**config.mk**
```make
export PLATFORM = sky130hd
export DESIGN_NAME = horiz_clamp_blank_gen
export DESIGN_NICKNAME = d
export VERILOG_FILES = /design/src/design/hblank_pkg.sv /design/src/design/horiz_clamp_blank_gen.sv
export SDC_FILE = /design/constraint.sdc
export NUM_CORES = 2
export LEC_CHECK = 0
export ABC_CLOCK_PERIOD_IN_PS = 3570
export BUFFER_PORTS_ARGS = -buffer_cell sky130_fd_sc_hd__buf_2
export CAP_MARGIN = 25
export CORE_ASPECT_RATIO = 0.75
export CORE_UTILIZATION = 45
export CTS_CLUSTER_DIAMETER = 60
export DETAILED_ROUTE_END_ITERATION = 7
export GPL_TIMING_DRIVEN = 1
export MAX_ROUTING_LAYER = met4
export PLACE_DENSITY = 0.64
export SLEW_MARGIN = 40
export SYNTH_ARGS = -nofsm -noshare
export SYNTH_HDL_FRONTEND = slang
export SYNTH_SLANG_ARGS = --single-unit
```
**constraint.sdc**
```tcl
create_clock -name i_core_clk -period 3.57 [get_ports i_core_clk]
set_clock_uncertainty 0.05 [all_clocks]
set_input_delay 0.357 -clock i_core_clk [delete_from_list [all_inputs] [get_ports i_core_clk]]
set_output_delay 0.357 -clock i_core_clk [all_outputs]
set_load 0.005 [all_outputs]
```
**src/design/hblank_pkg.sv**
```systemverilog
// Constants, register map and carrier types for the horizontal clamp and blank generator
`default_nettype none
package hblank_pkg;
   // ==========================================================
   // Counters and serial word
   localparam int         POS_W          = 13;
   localparam int         SER_ADDR_W     = 8;
   localparam int         SER_DATA_W     = 16;
   localparam int         SER_WORD_BITS  = SER_ADDR_W + SER_DATA_W;
   localparam int         MASK_AREAS     = 3;
   localparam int         BLANK_TOGGLES  = 6;
   localparam int         MAX_SEQ        = 4;
   localparam logic [12:0] POS_MAX       = 13'h1fff;
   localparam logic [12:0] POS_ZERO      = 13'h0000;

   // ==========================================================
   // Register map: per-sequence block at seq * stride, globals above
   localparam logic [7:0] GLOBAL_BIT_MASK = 8'h80;
   localparam logic [4:0] OFS_POLARITY    = 5'h00;
   localparam logic [4:0] OFS_CLAMP_TOG1  = 5'h01;
   localparam logic [4:0] OFS_CLAMP_TOG2  = 5'h02;
   localparam logic [4:0] OFS_PIX_TOG1    = 5'h03;
   localparam logic [4:0] OFS_PIX_TOG2    = 5'h04;
   localparam logic [4:0] OFS_BLANK_CTL   = 5'h05;
   localparam logic [4:0] OFS_ODD_TOG     = 5'h08;
   localparam logic [4:0] OFS_EVEN_TOG    = 5'h10;
   localparam logic [7:0] GLB_CLAMP_START = 8'h80;
   localparam logic [7:0] GLB_CLAMP_END   = 8'h84;
   localparam logic [7:0] GLB_PIX_START   = 8'h88;
   localparam logic [7:0] GLB_PIX_END     = 8'h8c;

   // ==========================================================
   // Field positions
   localparam int BIT_CLAMP_POL = 0;
   localparam int BIT_PIX_POL   = 1;
   localparam int BIT_MODE_LO   = 0;
   localparam int BIT_ODD_LVL   = 2;
   localparam int BIT_EVEN_LVL  = 3;
   localparam int BIT_LAST_LVL  = 4;

   typedef enum logic [1:0] {
      BLANK_MODE_NORMAL,
      BLANK_MODE_MIXING,
      BLANK_MODE_ADVANCED,
      BLANK_MODE_TEST
   } blank_mode_e;

   typedef struct packed {
      logic                               clamp_pol;
      logic                               pix_pol;
      logic [POS_W-1:0]                   clamp_tog1;
      logic [POS_W-1:0]                   clamp_tog2;
      logic [POS_W-1:0]                   pix_tog1;
      logic [POS_W-1:0]                   pix_tog2;
      blank_mode_e                        mode;
      logic                               odd_lvl;
      logic                               even_lvl;
      logic                               last_lvl;
      logic [BLANK_TOGGLES-1:0][POS_W-1:0] odd_tog;
      logic [BLANK_TOGGLES-1:0][POS_W-1:0] even_tog;
   } seq_cfg_s;

   typedef struct packed {
      logic [SER_ADDR_W-1:0] addr;
      logic [SER_DATA_W-1:0] data;
   } ser_word_s;

   // ==========================================================
   // Reset values: clamp and pixel blank start inactive high, masks start disabled
   localparam seq_cfg_s SEQ_CFG_RESET = '{
      clamp_pol:  1'b1,
      pix_pol:    1'b1,
      clamp_tog1: POS_MAX,
      clamp_tog2: POS_MAX,
      pix_tog1:   POS_MAX,
      pix_tog2:   POS_MAX,
      mode:       BLANK_MODE_NORMAL,
      odd_lvl:    1'b0,
      even_lvl:   1'b0,
      last_lvl:   1'b0,
      odd_tog:    {BLANK_TOGGLES{POS_MAX}},
      even_tog:   {BLANK_TOGGLES{POS_MAX}}
   };
   localparam logic [12:0] MASK_START_RESET = POS_MAX;
   localparam logic [12:0] MASK_END_RESET   = POS_ZERO;
endpackage : hblank_pkg
`default_nettype wire

```
**src/design/horiz_clamp_blank_gen.sv**
```systemverilog
// Horizontal clamp, pixel blank and horizontal blank pulse generator with serial register port
`default_nettype none
module horiz_clamp_blank_gen #(
   parameter int NUM_SEQ = 4
) (
   input  wire logic        i_core_clk,
   input  wire logic        i_rst,
   input  wire logic        i_ser_load_n,
   input  wire logic        i_ser_clk,
   input  wire logic        i_ser_data,
   input  wire logic        i_line_sync,
   input  wire logic        i_field_sync,
   input  wire logic [1:0]  i_seq_sel,
   input  wire logic        i_hclk_a,
   input  wire logic        i_hclk_b,
   input  wire logic        i_last_stage,
   output logic             o_black_clamp_pulse,
   output logic             o_pixel_blank_pulse,
   output logic             o_horiz_blank_pulse,
   output logic             o_hclk_phase_a,
   output logic             o_hclk_phase_b,
   output logic             o_last_stage_clock,
   output logic [12:0]      o_pixel_count,
   output logic [12:0]      o_line_count
);
   localparam int PW = hblank_pkg::POS_W;

   if (NUM_SEQ < 1 || NUM_SEQ > hblank_pkg::MAX_SEQ) begin : g_bad_num_seq
      $error("NUM_SEQ must lie between 1 and 4");
   end

   // ==========================================================
   // Pin synchronisers
   logic [1:0] sync_load;
   logic [1:0] sync_sclk;
   logic [1:0] sync_sdat;
   logic [1:0] sync_line;
   logic [1:0] sync_field;
   logic       sclk_prev;
   logic       line_prev;
   logic       field_prev;
   logic       load_prev;

   always_ff @(posedge i_core_clk) begin
      if (i_rst) begin
         sync_load  <= 2'h3;
         sync_sclk  <= 2'h0;
         sync_sdat  <= 2'h0;
         sync_line  <= 2'h0;
         sync_field <= 2'h0;
         sclk_prev  <= 1'b0;
         line_prev  <= 1'b0;
         field_prev <= 1'b0;
         load_prev  <= 1'b1;
      end else begin
         sync_load  <= {sync_load[0], i_ser_load_n};
         sync_sclk  <= {sync_sclk[0], i_ser_clk};
         sync_sdat  <= {sync_sdat[0], i_ser_data};
         sync_line  <= {sync_line[0], i_line_sync};
         sync_field <= {sync_field[0], i_field_sync};
         sclk_prev  <= sync_sclk[1];
         line_prev  <= sync_line[1];
         field_prev <= sync_field[1];
         load_prev  <= sync_load[1];
      end
   end

   logic line_start;
   logic field_start;
   logic sclk_rise;
   logic load_end;
   assign line_start  = sync_line[1] & ~line_prev;
   assign field_start = sync_field[1] & ~field_prev;
   assign sclk_rise   = sync_sclk[1] & ~sclk_prev;
   assign load_end    = sync_load[1] & ~load_prev;

   // ==========================================================
   // Serial write port: MSB first, address then data, taken at load release
   logic [hblank_pkg::SER_WORD_BITS-1:0] ser_shift;
   logic [4:0]                           ser_count;
   logic                                 wr_valid;
   hblank_pkg::ser_word_s                wr_word;

   always_ff @(posedge i_core_clk) begin
      if (i_rst) begin
         ser_shift <= '0;
         ser_count <= 5'h00;
         wr_valid  <= 1'b0;
         wr_word   <= '0;
      end else begin
         wr_valid <= 1'b0;
         if (!sync_load[1] && sclk_rise) begin
            ser_shift <= {ser_shift[hblank_pkg::SER_WORD_BITS-2:0], sync_sdat[1]};
            if (ser_count != 5'h1f) begin
               ser_count <= ser_count + 5'h01;
            end
         end
         if (load_end) begin
            // A frame of the wrong length is dropped rather than half-applied
            wr_valid  <= (ser_count == 5'(hblank_pkg::SER_WORD_BITS));
            wr_word   <= ser_shift;
            ser_count <= 5'h00;
         end
      end
   end

   // ==========================================================
   // Register file
   hblank_pkg::seq_cfg_s seq_cfg [NUM_SEQ];
   logic [2:0][PW-1:0]   clamp_mask_start;
   logic [2:0][PW-1:0]   clamp_mask_end;
   logic [2:0][PW-1:0]   pix_mask_start;
   logic [2:0][PW-1:0]   pix_mask_end;

   logic [1:0]    wr_seq;
   logic [4:0]    wr_ofs;
   logic [1:0]    wr_area;
   logic [12:0]   wr_pos;
   assign wr_seq  = wr_word.addr[6:5];
   assign wr_ofs  = wr_word.addr[4:0];
   assign wr_area = wr_word.addr[1:0];
   assign wr_pos  = wr_word.data[PW-1:0];

   always_ff @(posedge i_core_clk) begin
      if (i_rst) begin
         for (int s = 0; s < NUM_SEQ; s++) begin
            seq_cfg[s] <= hblank_pkg::SEQ_CFG_RESET;
         end
      end else if (wr_valid && !wr_word.addr[7] && 32'(wr_seq) < NUM_SEQ) begin
         case (wr_ofs)
            hblank_pkg::OFS_POLARITY: begin
               seq_cfg[wr_seq].clamp_pol <= wr_word.data[hblank_pkg::BIT_CLAMP_POL];
               seq_cfg[wr_seq].pix_pol   <= wr_word.data[hblank_pkg::BIT_PIX_POL];
            end
            hblank_pkg::OFS_CLAMP_TOG1: seq_cfg[wr_seq].clamp_tog1 <= wr_pos;
            hblank_pkg::OFS_CLAMP_TOG2: seq_cfg[wr_seq].clamp_tog2 <= wr_pos;
            hblank_pkg::OFS_PIX_TOG1:   seq_cfg[wr_seq].pix_tog1   <= wr_pos;
            hblank_pkg::OFS_PIX_TOG2:   seq_cfg[wr_seq].pix_tog2   <= wr_pos;
            hblank_pkg::OFS_BLANK_CTL: begin
               seq_cfg[wr_seq].mode <= hblank_pkg::blank_mode_e'(
                  wr_word.data[hblank_pkg::BIT_MODE_LO +: 2]);
               seq_cfg[wr_seq].odd_lvl  <= wr_word.data[hblank_pkg::BIT_ODD_LVL];
               seq_cfg[wr_seq].even_lvl <= wr_word.data[hblank_pkg::BIT_EVEN_LVL];
               seq_cfg[wr_seq].last_lvl <= wr_word.data[hblank_pkg::BIT_LAST_LVL];
            end
            default: begin
               for (int k = 0; k < hblank_pkg::BLANK_TOGGLES; k++) begin
                  if (wr_ofs == hblank_pkg::OFS_ODD_TOG + 5'(k)) begin
                     seq_cfg[wr_seq].odd_tog[k] <= wr_pos;
                  end
                  if (wr_ofs == hblank_pkg::OFS_EVEN_TOG + 5'(k)) begin
                     seq_cfg[wr_seq].even_tog[k] <= wr_pos;
                  end
               end
            end
         endcase
      end
   end

   // Mask areas are shared by all sequences
   always_ff @(posedge i_core_clk) begin
      if (i_rst) begin
         clamp_mask_start <= {3{hblank_pkg::MASK_START_RESET}};
         clamp_mask_end   <= {3{hblank_pkg::MASK_END_RESET}};
         pix_mask_start   <= {3{hblank_pkg::MASK_START_RESET}};
         pix_mask_end     <= {3{hblank_pkg::MASK_END_RESET}};
      end else if (wr_valid && wr_word.addr[7] && wr_area != 2'h3) begin
         case (wr_word.addr & ~8'h03)
            hblank_pkg::GLB_CLAMP_START: clamp_mask_start[wr_area] <= wr_pos;
            hblank_pkg::GLB_CLAMP_END:   clamp_mask_end[wr_area]   <= wr_pos;
            hblank_pkg::GLB_PIX_START:   pix_mask_start[wr_area]   <= wr_pos;
            hblank_pkg::GLB_PIX_END:     pix_mask_end[wr_area]     <= wr_pos;
            default: ;
         endcase
      end
   end

   // ==========================================================
   // Counters
   logic [PW-1:0] pix_count;
   logic [PW-1:0] line_count;

   always_ff @(posedge i_core_clk) begin
      if (i_rst) begin
         pix_count  <= '0;
         line_count <= hblank_pkg::POS_MAX;
      end else begin
         pix_count <= line_start ? '0 : pix_count + 13'h0001;
         if (field_start && line_start) begin
            line_count <= '0;
         end else if (field_start) begin
            // Wraps to line 0 on the first line start of the field
            line_count <= hblank_pkg::POS_MAX;
         end else if (line_start) begin
            line_count <= line_count + 13'h0001;
         end
      end
   end
   assign o_pixel_count = pix_count;
   assign o_line_count  = line_count;

   // ==========================================================
   // Pattern generation
   hblank_pkg::seq_cfg_s cur;
   logic [1:0]           act_seq;
   assign act_seq = (32'(i_seq_sel) < NUM_SEQ) ? i_seq_sel : 2'h0;
   assign cur     = seq_cfg[act_seq];

   function automatic logic in_mask(input logic [12:0] line,
                                    input logic [2:0][12:0] st,
                                    input logic [2:0][12:0] en);
      logic hit;
      hit = 1'b0;
      for (int k = 0; k < hblank_pkg::MASK_AREAS; k++) begin
         if (st[k] <= en[k] && line >= st[k] && line <= en[k]) begin
            hit = 1'b1;
         end
      end
      return hit;
   endfunction : in_mask

   logic clamp_state;
   logic pix_state;
   logic blank_state;
   logic clamp_hit;
   logic pix_hit;
   logic blank_hit;
   logic clamp_masked;
   logic pix_masked;
   logic [hblank_pkg::BLANK_TOGGLES-1:0][PW-1:0] blank_tog;

   assign clamp_hit = (pix_count == cur.clamp_tog1) || (pix_count == cur.clamp_tog2);
   assign pix_hit   = (pix_count == cur.pix_tog1) || (pix_count == cur.pix_tog2);
   assign blank_tog = line_count[0] ? cur.odd_tog : cur.even_tog;

   always_comb begin
      blank_hit = 1'b0;
      for (int k = 0; k < hblank_pkg::BLANK_TOGGLES; k++) begin
         if (pix_count == blank_tog[k]) begin
            blank_hit = 1'b1;
         end
      end
   end

   assign clamp_masked = in_mask(line_count, clamp_mask_start, clamp_mask_end);
   assign pix_masked   = in_mask(line_count, pix_mask_start, pix_mask_end);

   always_ff @(posedge i_core_clk) begin
      if (i_rst) begin
         clamp_state <= 1'b1;
         pix_state   <= 1'b1;
      end else if (line_start) begin
         clamp_state <= cur.clamp_pol;
         pix_state   <= cur.pix_pol;
      end else begin
         clamp_state <= clamp_state ^ clamp_hit;
         pix_state   <= pix_state ^ pix_hit;
      end
   end

   // Only mode 0 toggling is built; modes 1 and 2 fall back to it, test mode keeps blank off
   always_ff @(posedge i_core_clk) begin
      if (i_rst) begin
         blank_state <= 1'b0;
      end else if (line_start || cur.mode == hblank_pkg::BLANK_MODE_TEST) begin
         blank_state <= 1'b0;
      end else begin
         blank_state <= blank_state ^ blank_hit;
      end
   end

   // ==========================================================
   // Registered outputs
   always_ff @(posedge i_core_clk) begin
      if (i_rst) begin
         o_black_clamp_pulse <= 1'b1;
         o_pixel_blank_pulse <= 1'b1;
         o_horiz_blank_pulse <= 1'b0;
         o_hclk_phase_a      <= 1'b0;
         o_hclk_phase_b      <= 1'b0;
         o_last_stage_clock  <= 1'b0;
      end else begin
         o_black_clamp_pulse <= clamp_state | clamp_masked;
         o_pixel_blank_pulse <= pix_state | pix_masked;
         o_horiz_blank_pulse <= blank_state;
         o_hclk_phase_a      <= blank_state ? ~cur.odd_lvl : i_hclk_a;
         o_hclk_phase_b      <= blank_state ? ~cur.even_lvl : i_hclk_b;
         o_last_stage_clock  <= blank_state ? ~cur.last_lvl : i_last_stage;
      end
   end
endmodule : horiz_clamp_blank_gen
`default_nettype wire

```
== After elaboration in Yosys (flattened, before gate mapping) ==
Memory sizes are Yosys's and may differ from the RTL's.
Index checks and enable logic that the tools add are counted.
Widths: inputs -> output; s select.
Cells by class
  reduce and logical (&&, ||, !) cells: 36
  add/sub/neg operators: 3
  magnitude comparators: 20
  bitwise logic cells: 17
  equality and inequality tests: 35
  multiplexer cells: 116
Operators by type and width (number)
  $mux 215: 1
  $reduce_or 215->1: 1
  $bwmux 39: 4
  $le 13x13->1: 12
  $eq 13x13->1: 10
  $mux 1: 103
  $ge 13x13->1: 6
  $mux 78: 1
  $mux 13: 4
  $eq 5x5->1 const B: 7
  $eq 5x4->1 const B: 6
  $add 13x1->13 const B: 2
  $demux 13 s2: 1
  $eq 6x6->1 const B: 4
  $logic_and 1x1->1: 18
  $mux 18: 1
  $eq 5x2->1 const B: 2
  $eq 5x3->1 const B: 2
  $reduce_and 2->1: 5
  $not 1->1: 8
  $reduce_or 2->1: 4
  $reduce_or 6->1: 1
  $add 5x1->5 const B: 1
  $eq 5x1->1 const B: 1
  other kinds (13): 22
Storage, ports and cells
  memories kept: 1
  bits in registers: 256
  memory bits (writable): 860
  output and inout port bits: 32
  word-level logic and storage cells: 265
  input port bits: 12
Memories
  seq_cfg: depth 4, bits a word 215, rd ports 1, clocked after memory_dff 0, write ports 4, RTL line horiz_clamp_blank_gen.sv:109  | hblank_pkg::seq_cfg_s seq_cfg [NUM_SEQ];

== Longest topological paths before layout ==
An unclocked memory read counts as a cell.
  word-level depth: 10
  depth in mapped cells: 13
  gate-level depth less buffers: 11

== Worst setup path before layout ==
No wires, ideal clock.
  path kind: input to register
  from: input port i_rst
  to: memory seq_cfg[2][0] in the netlist's numbering (enable)
  buffers on the path: 5
  required time: 3.119 ns
  stages: 10
  arrival time: 2.763 ns
  setup slack: 0.356 ns
  library setup time: 0.401 ns
  cells stage by stage: buf_2 > inv_2 > and2_0 > buf_2 > and3_1 > buf_2 > nand3b_1 > clkbuf_1 > clkbuf_1 > o21ai_0
RTL lines
  start, declared: RTL line horiz_clamp_blank_gen.sv:7  | input wire logic i_rst,
  end, declared: RTL line horiz_clamp_blank_gen.sv:109

== Worst setup path in the final report ==
  from: register line_count[0], in the netlist o_line_count[0]
  to: register o_black_clamp_pulse
On the way
  longest elaborated chain between the ends: 7
  elaborated cells between the ends (all ways): 16
  those cells by class: 6 x order compare; 3 x mux; 1 x bitwise; 6 x reduce/logical
Ends and longest elaborated chain
  start, declared: RTL line horiz_clamp_blank_gen.sv:181  | logic [PW-1:0] line_count;
  start signal, assigned: RTL line horiz_clamp_blank_gen.sv:186  | line_count <= hblank_pkg::POS_MAX;
  start signal, assigned: RTL line horiz_clamp_blank_gen.sv:193  | line_count <= hblank_pkg::POS_MAX;
  start signal, assigned: RTL line horiz_clamp_blank_gen.sv:195  | line_count <= line_count + 13'h0001;
  $ge 13x13->1: RTL line horiz_clamp_blank_gen.sv:215  | if (st[k] <= en[k] && line >= st[k] && line <= en[k]) begin
  $logic_and 1x1->1 (2 in series): RTL line horiz_clamp_blank_gen.sv:215
  $mux 1 (2 in series): RTL line horiz_clamp_blank_gen.sv:215
  $mux 1 (*): RTL line horiz_clamp_blank_gen.sv:215
  $or 1x1->1 (*): RTL line horiz_clamp_blank_gen.sv:283  | o_black_clamp_pulse <= clamp_state | clamp_masked;
  end signal, assigned: RTL line horiz_clamp_blank_gen.sv:283
  end, declared: RTL line horiz_clamp_blank_gen.sv:17  | output logic o_black_clamp_pulse,
Every way passes the cells marked *; elsewhere a longest branch is shown, timed or not.
A chain may end at the register's enable or synchronous reset.

==> flow_summary.yaml <==
status:
  status: "complete, no violations"
timing:
  post-route-period-util_pct: 87.3
  setup_viol: 0
  fmax_ghz: 0.321
  worst_pin_slew_ps: 904
  hold_violations: 0
  rsz0062_at_grt: "no"
  fin_tns_setup_ps: 0
  fin_crit_ps: 3120
  drv_slew: 0
  slew_headroom_pct: 39.7
cts:
  cts_root_buf: "clkbuf_16"
  clk_pin_slew_ps: 70
  cts_setup_buffers: 0
  post_cts_resized: 0
  ctsHoldBuffers: 8
  clock_latency_ps: 740
  cts_tree: "done"
  h-tree-depth: 3
  numClockSinks: 1116
  numCtsBuffers: 110
  clockBufferDepth: 3
synth:
  synth_compound_area_share_pct: 6.90
  post-synth-top-count-cell: "edfxtp_1"
  synth_largest_area_cell: "edfxtp_1"
  synth_nets: 4502
  syn_inst: 4251
  ys_ff_latch: 1116
  synth-main-ff-cell: "edfxtp_1"
  yosysSeqAreaShare_pct: 59.1
  yosys.area_share.simple_pct: 12.2
  synth_warnings: 0
  synth.distinct_cells: 67
  synth_common_cells: "edfxtp_1, nand2_1, dfxtp_1"
  muxShareOfSynthArea_pct: 9.71
  synth-edff-count: 860
  netlist_top_cells_area: "edfxtp_1, dfxtp_1, mux4_2"
  synth_top_area_share_pct: 49.3
  synth_top_family_by_area: "simple AND/OR/NAND/NOR gates"
  synthArstFlopShare_pct: 0
  synth_area_per_cell_sq_um: 12.3
  syn_area_sq_mm: 0.0524
  synthAdderAreaFrac_pct: 5.71
  yosys.area_share.xor_xnor_pct: 2.46
power:
  sw_frac_of_total_pct: 22.7
  p_per_area_mw_per_mm2: 477
  power_frac_seq_pct: 51.4
  p_int_uw: 21900
  peakVddDrop_mv: 0.394
  power.leakage_uw: 0.0205
  power.share.clock_pct: 42.2
  combPwrFrac_pct: 6.5
  switching_power_uw: 6430
floorplanning:
  io_pins: 44
  coreArea_sq_mm: 0.116
  die_x_um: 396
  rows: 108
  initial_core_util_pct: 45.3
  die-area_sq_mm: 0.118
  die_h_um: 297
min_path:
  hold_path_startpoint: "i_rst"
  hold_depth: 3
  hp-class: "input pin to flip-flop"
  holdPathEnd: "pix_mask_end[8]"
critical_path:
  cp-end-kind: "flip-flop"
  worst_path_most_repeated_cell: "o21a_1"
  crit_slowest_cell: "a2111oi_0"
  cp.required_ps: 4070
  critPathKind: "flip-flop to flip-flop"
  path_cells: "inv_4 > ha_1 > nand3_1 > a21boi_0 > o21a_1 > o21a_1 > o21a_1 > o2111ai_1 > a21oi_1 > a2111oi_0 > o221ai_1"
  reg2reg_to: "o_black_clamp_pulse"
  cpPeakStageDelay_ps: 720
  r2r_cells: 11
  cp.arrival_ps: 3610
  timing.rr.start: "o_line_count[0]"
  r2r_slack_ps: 450
  cp_max_fo: 3
  cp-start-kind: "flip-flop"
final_layout:
  layout.cells.non_filler: 5983
  nNetsFinal: 4597
  drive_gt1_share_pct: 17.2
  areaGrowthSynthToFinish_pct: 13.3
place:
  post-place-cells: 5766
  place_hpwl_mm: 102
  gp_congestion: 0.892
  io_buffers: 43
global_routing:
  grt_pass1_vias: 34300
  grt_overflow: 0
  grt_max_degree: 143
  antenna_found_initial: 12
  grt_pass1_wl_mm: 235
  grt_use_total_pct: 28.0
detailed_routing:
  drt_iter0_drc: 4209
  drc_errors: 0
  ant_nets: 0
  viasPerCell: 5.98
  wl_mm: 161
  firstDrtPassIters: 6
  num_vias: 35800
  wl_per_cell_um: 27.0
run:
  maxCapViolations: 0
[layout make-up]
cell class	count	area [sq um]
diodes	4	10.0
clock buffers	141	3010
well taps	1540	1930
clock inverters	64	653
repair buffers	306	2540
fillers	9815	56200
flip-flops and latches	1116	31000
inverters	175	662
multi-input cells	2637	19600
[layer usage]
layer  vias to the layer above  share of wire [%]  GRT usage [%]
met3                       279                 11           5.06
li1                      15600                  -              -
met5                         -                  0              -
met4                         0                2.6           7.33
met1                     17900                 43           41.3
met2                      1958                 43           39.8
[power by group through the flow]
stage | Combinational, uW | Sequential, uW | Clock, uW
after floorplan | 1220 | 14800 | 0
final | 1830 | 14500 | 11900
after global placement | 1790 | 14800 | 0
after CTS | 1820 | 14500 | 12000
after detailed placement | 1810 | 14800 | 0
after global routing | 1960 | 14600 | 12500
[stage by stage]
| stage | hold slack (ps) | power, uW | util [%] | setup slack, ps | cell area (sq um) |
|---|---|---|---|---|---|
| after floorplan | 339 | 16000 | - | 356 | 52400 |
| after global placement | 353 | 16600 | 48.1 | 171 | 55500 |
| after detailed placement | 355 | 16600 | 48.1 | 164 | 55600 |
| after CTS | 110 | 28400 | 51.4 | 510 | 59300 |
| after global routing | 138 | 29000 | 51.4 | 381 | 59400 |
| final | 133 | 28300 | 51.4 | 454 | 59400 |
[sequential cells by signal (all words and copies together), names as in the netlist, 3 cells and up]
register,cells
ser_count,5
wr_pos,13
clamp_mask_end,39
wr_ofs,3
ser_shift,24
o_pixel_count,13
pix_mask_start,39
pix_mask_end,39
clamp_mask_start,39
o_line_count,13
seq_cfg,860
[kinds of logic (layout without fill, tap and decap cells)]
logic type,Yosys count,count (layout)
AND/OR/NAND/NOR,1381,1381
adder cells (fa/ha/maj),239,239
other,0,4
AO/OA/AOI/OAI,578,578
buffers and inverters,498,686
multiplexers,292,292
XOR/XNOR,147,147
flip-flops,1116,1116
[cells in the final DEF, fill, tap and decap left out, drive strengths merged, types with 83 or more instances in the layout]
master / instances
clkbuf: 141
nor2: 120
o21ai: 141
o211ai: 83
mux2i: 118
or3: 114
ha: 239
dfxtp: 256
a21oi: 182
inv: 183
nand2: 745
buf: 298
mux4: 173
xnor2: 83
edfxtp: 860
[worst max-delay path, delay by kind of cell, from the launching register on]
family | cells | cell delay (ps)
adder cells (fa/ha/maj) | 1 | 310
buffers and inverters | 1 | 110
flip-flops | 1 | 450
AO/OA/AOI/OAI | 8 | 1920
AND/OR/NAND/NOR | 1 | 80
[worst max-delay path by stage]
stage / startpoint / endpoint / depth (start not counted)
2_1_floorplan: i_rst / seq_cfg[2][0] / 10
3_3_place_gp: i_seq_sel[0] / blank_state / 11
3_5_place_dp: i_seq_sel[0] / blank_state / 11
4_1_cts: o_line_count[0] / o_black_clamp_pulse / 11
5_1_grt: o_line_count[0] / o_black_clamp_pulse / 13
6_report: o_line_count[0] / o_black_clamp_pulse / 11
Power figures use the tool's default switching activity.
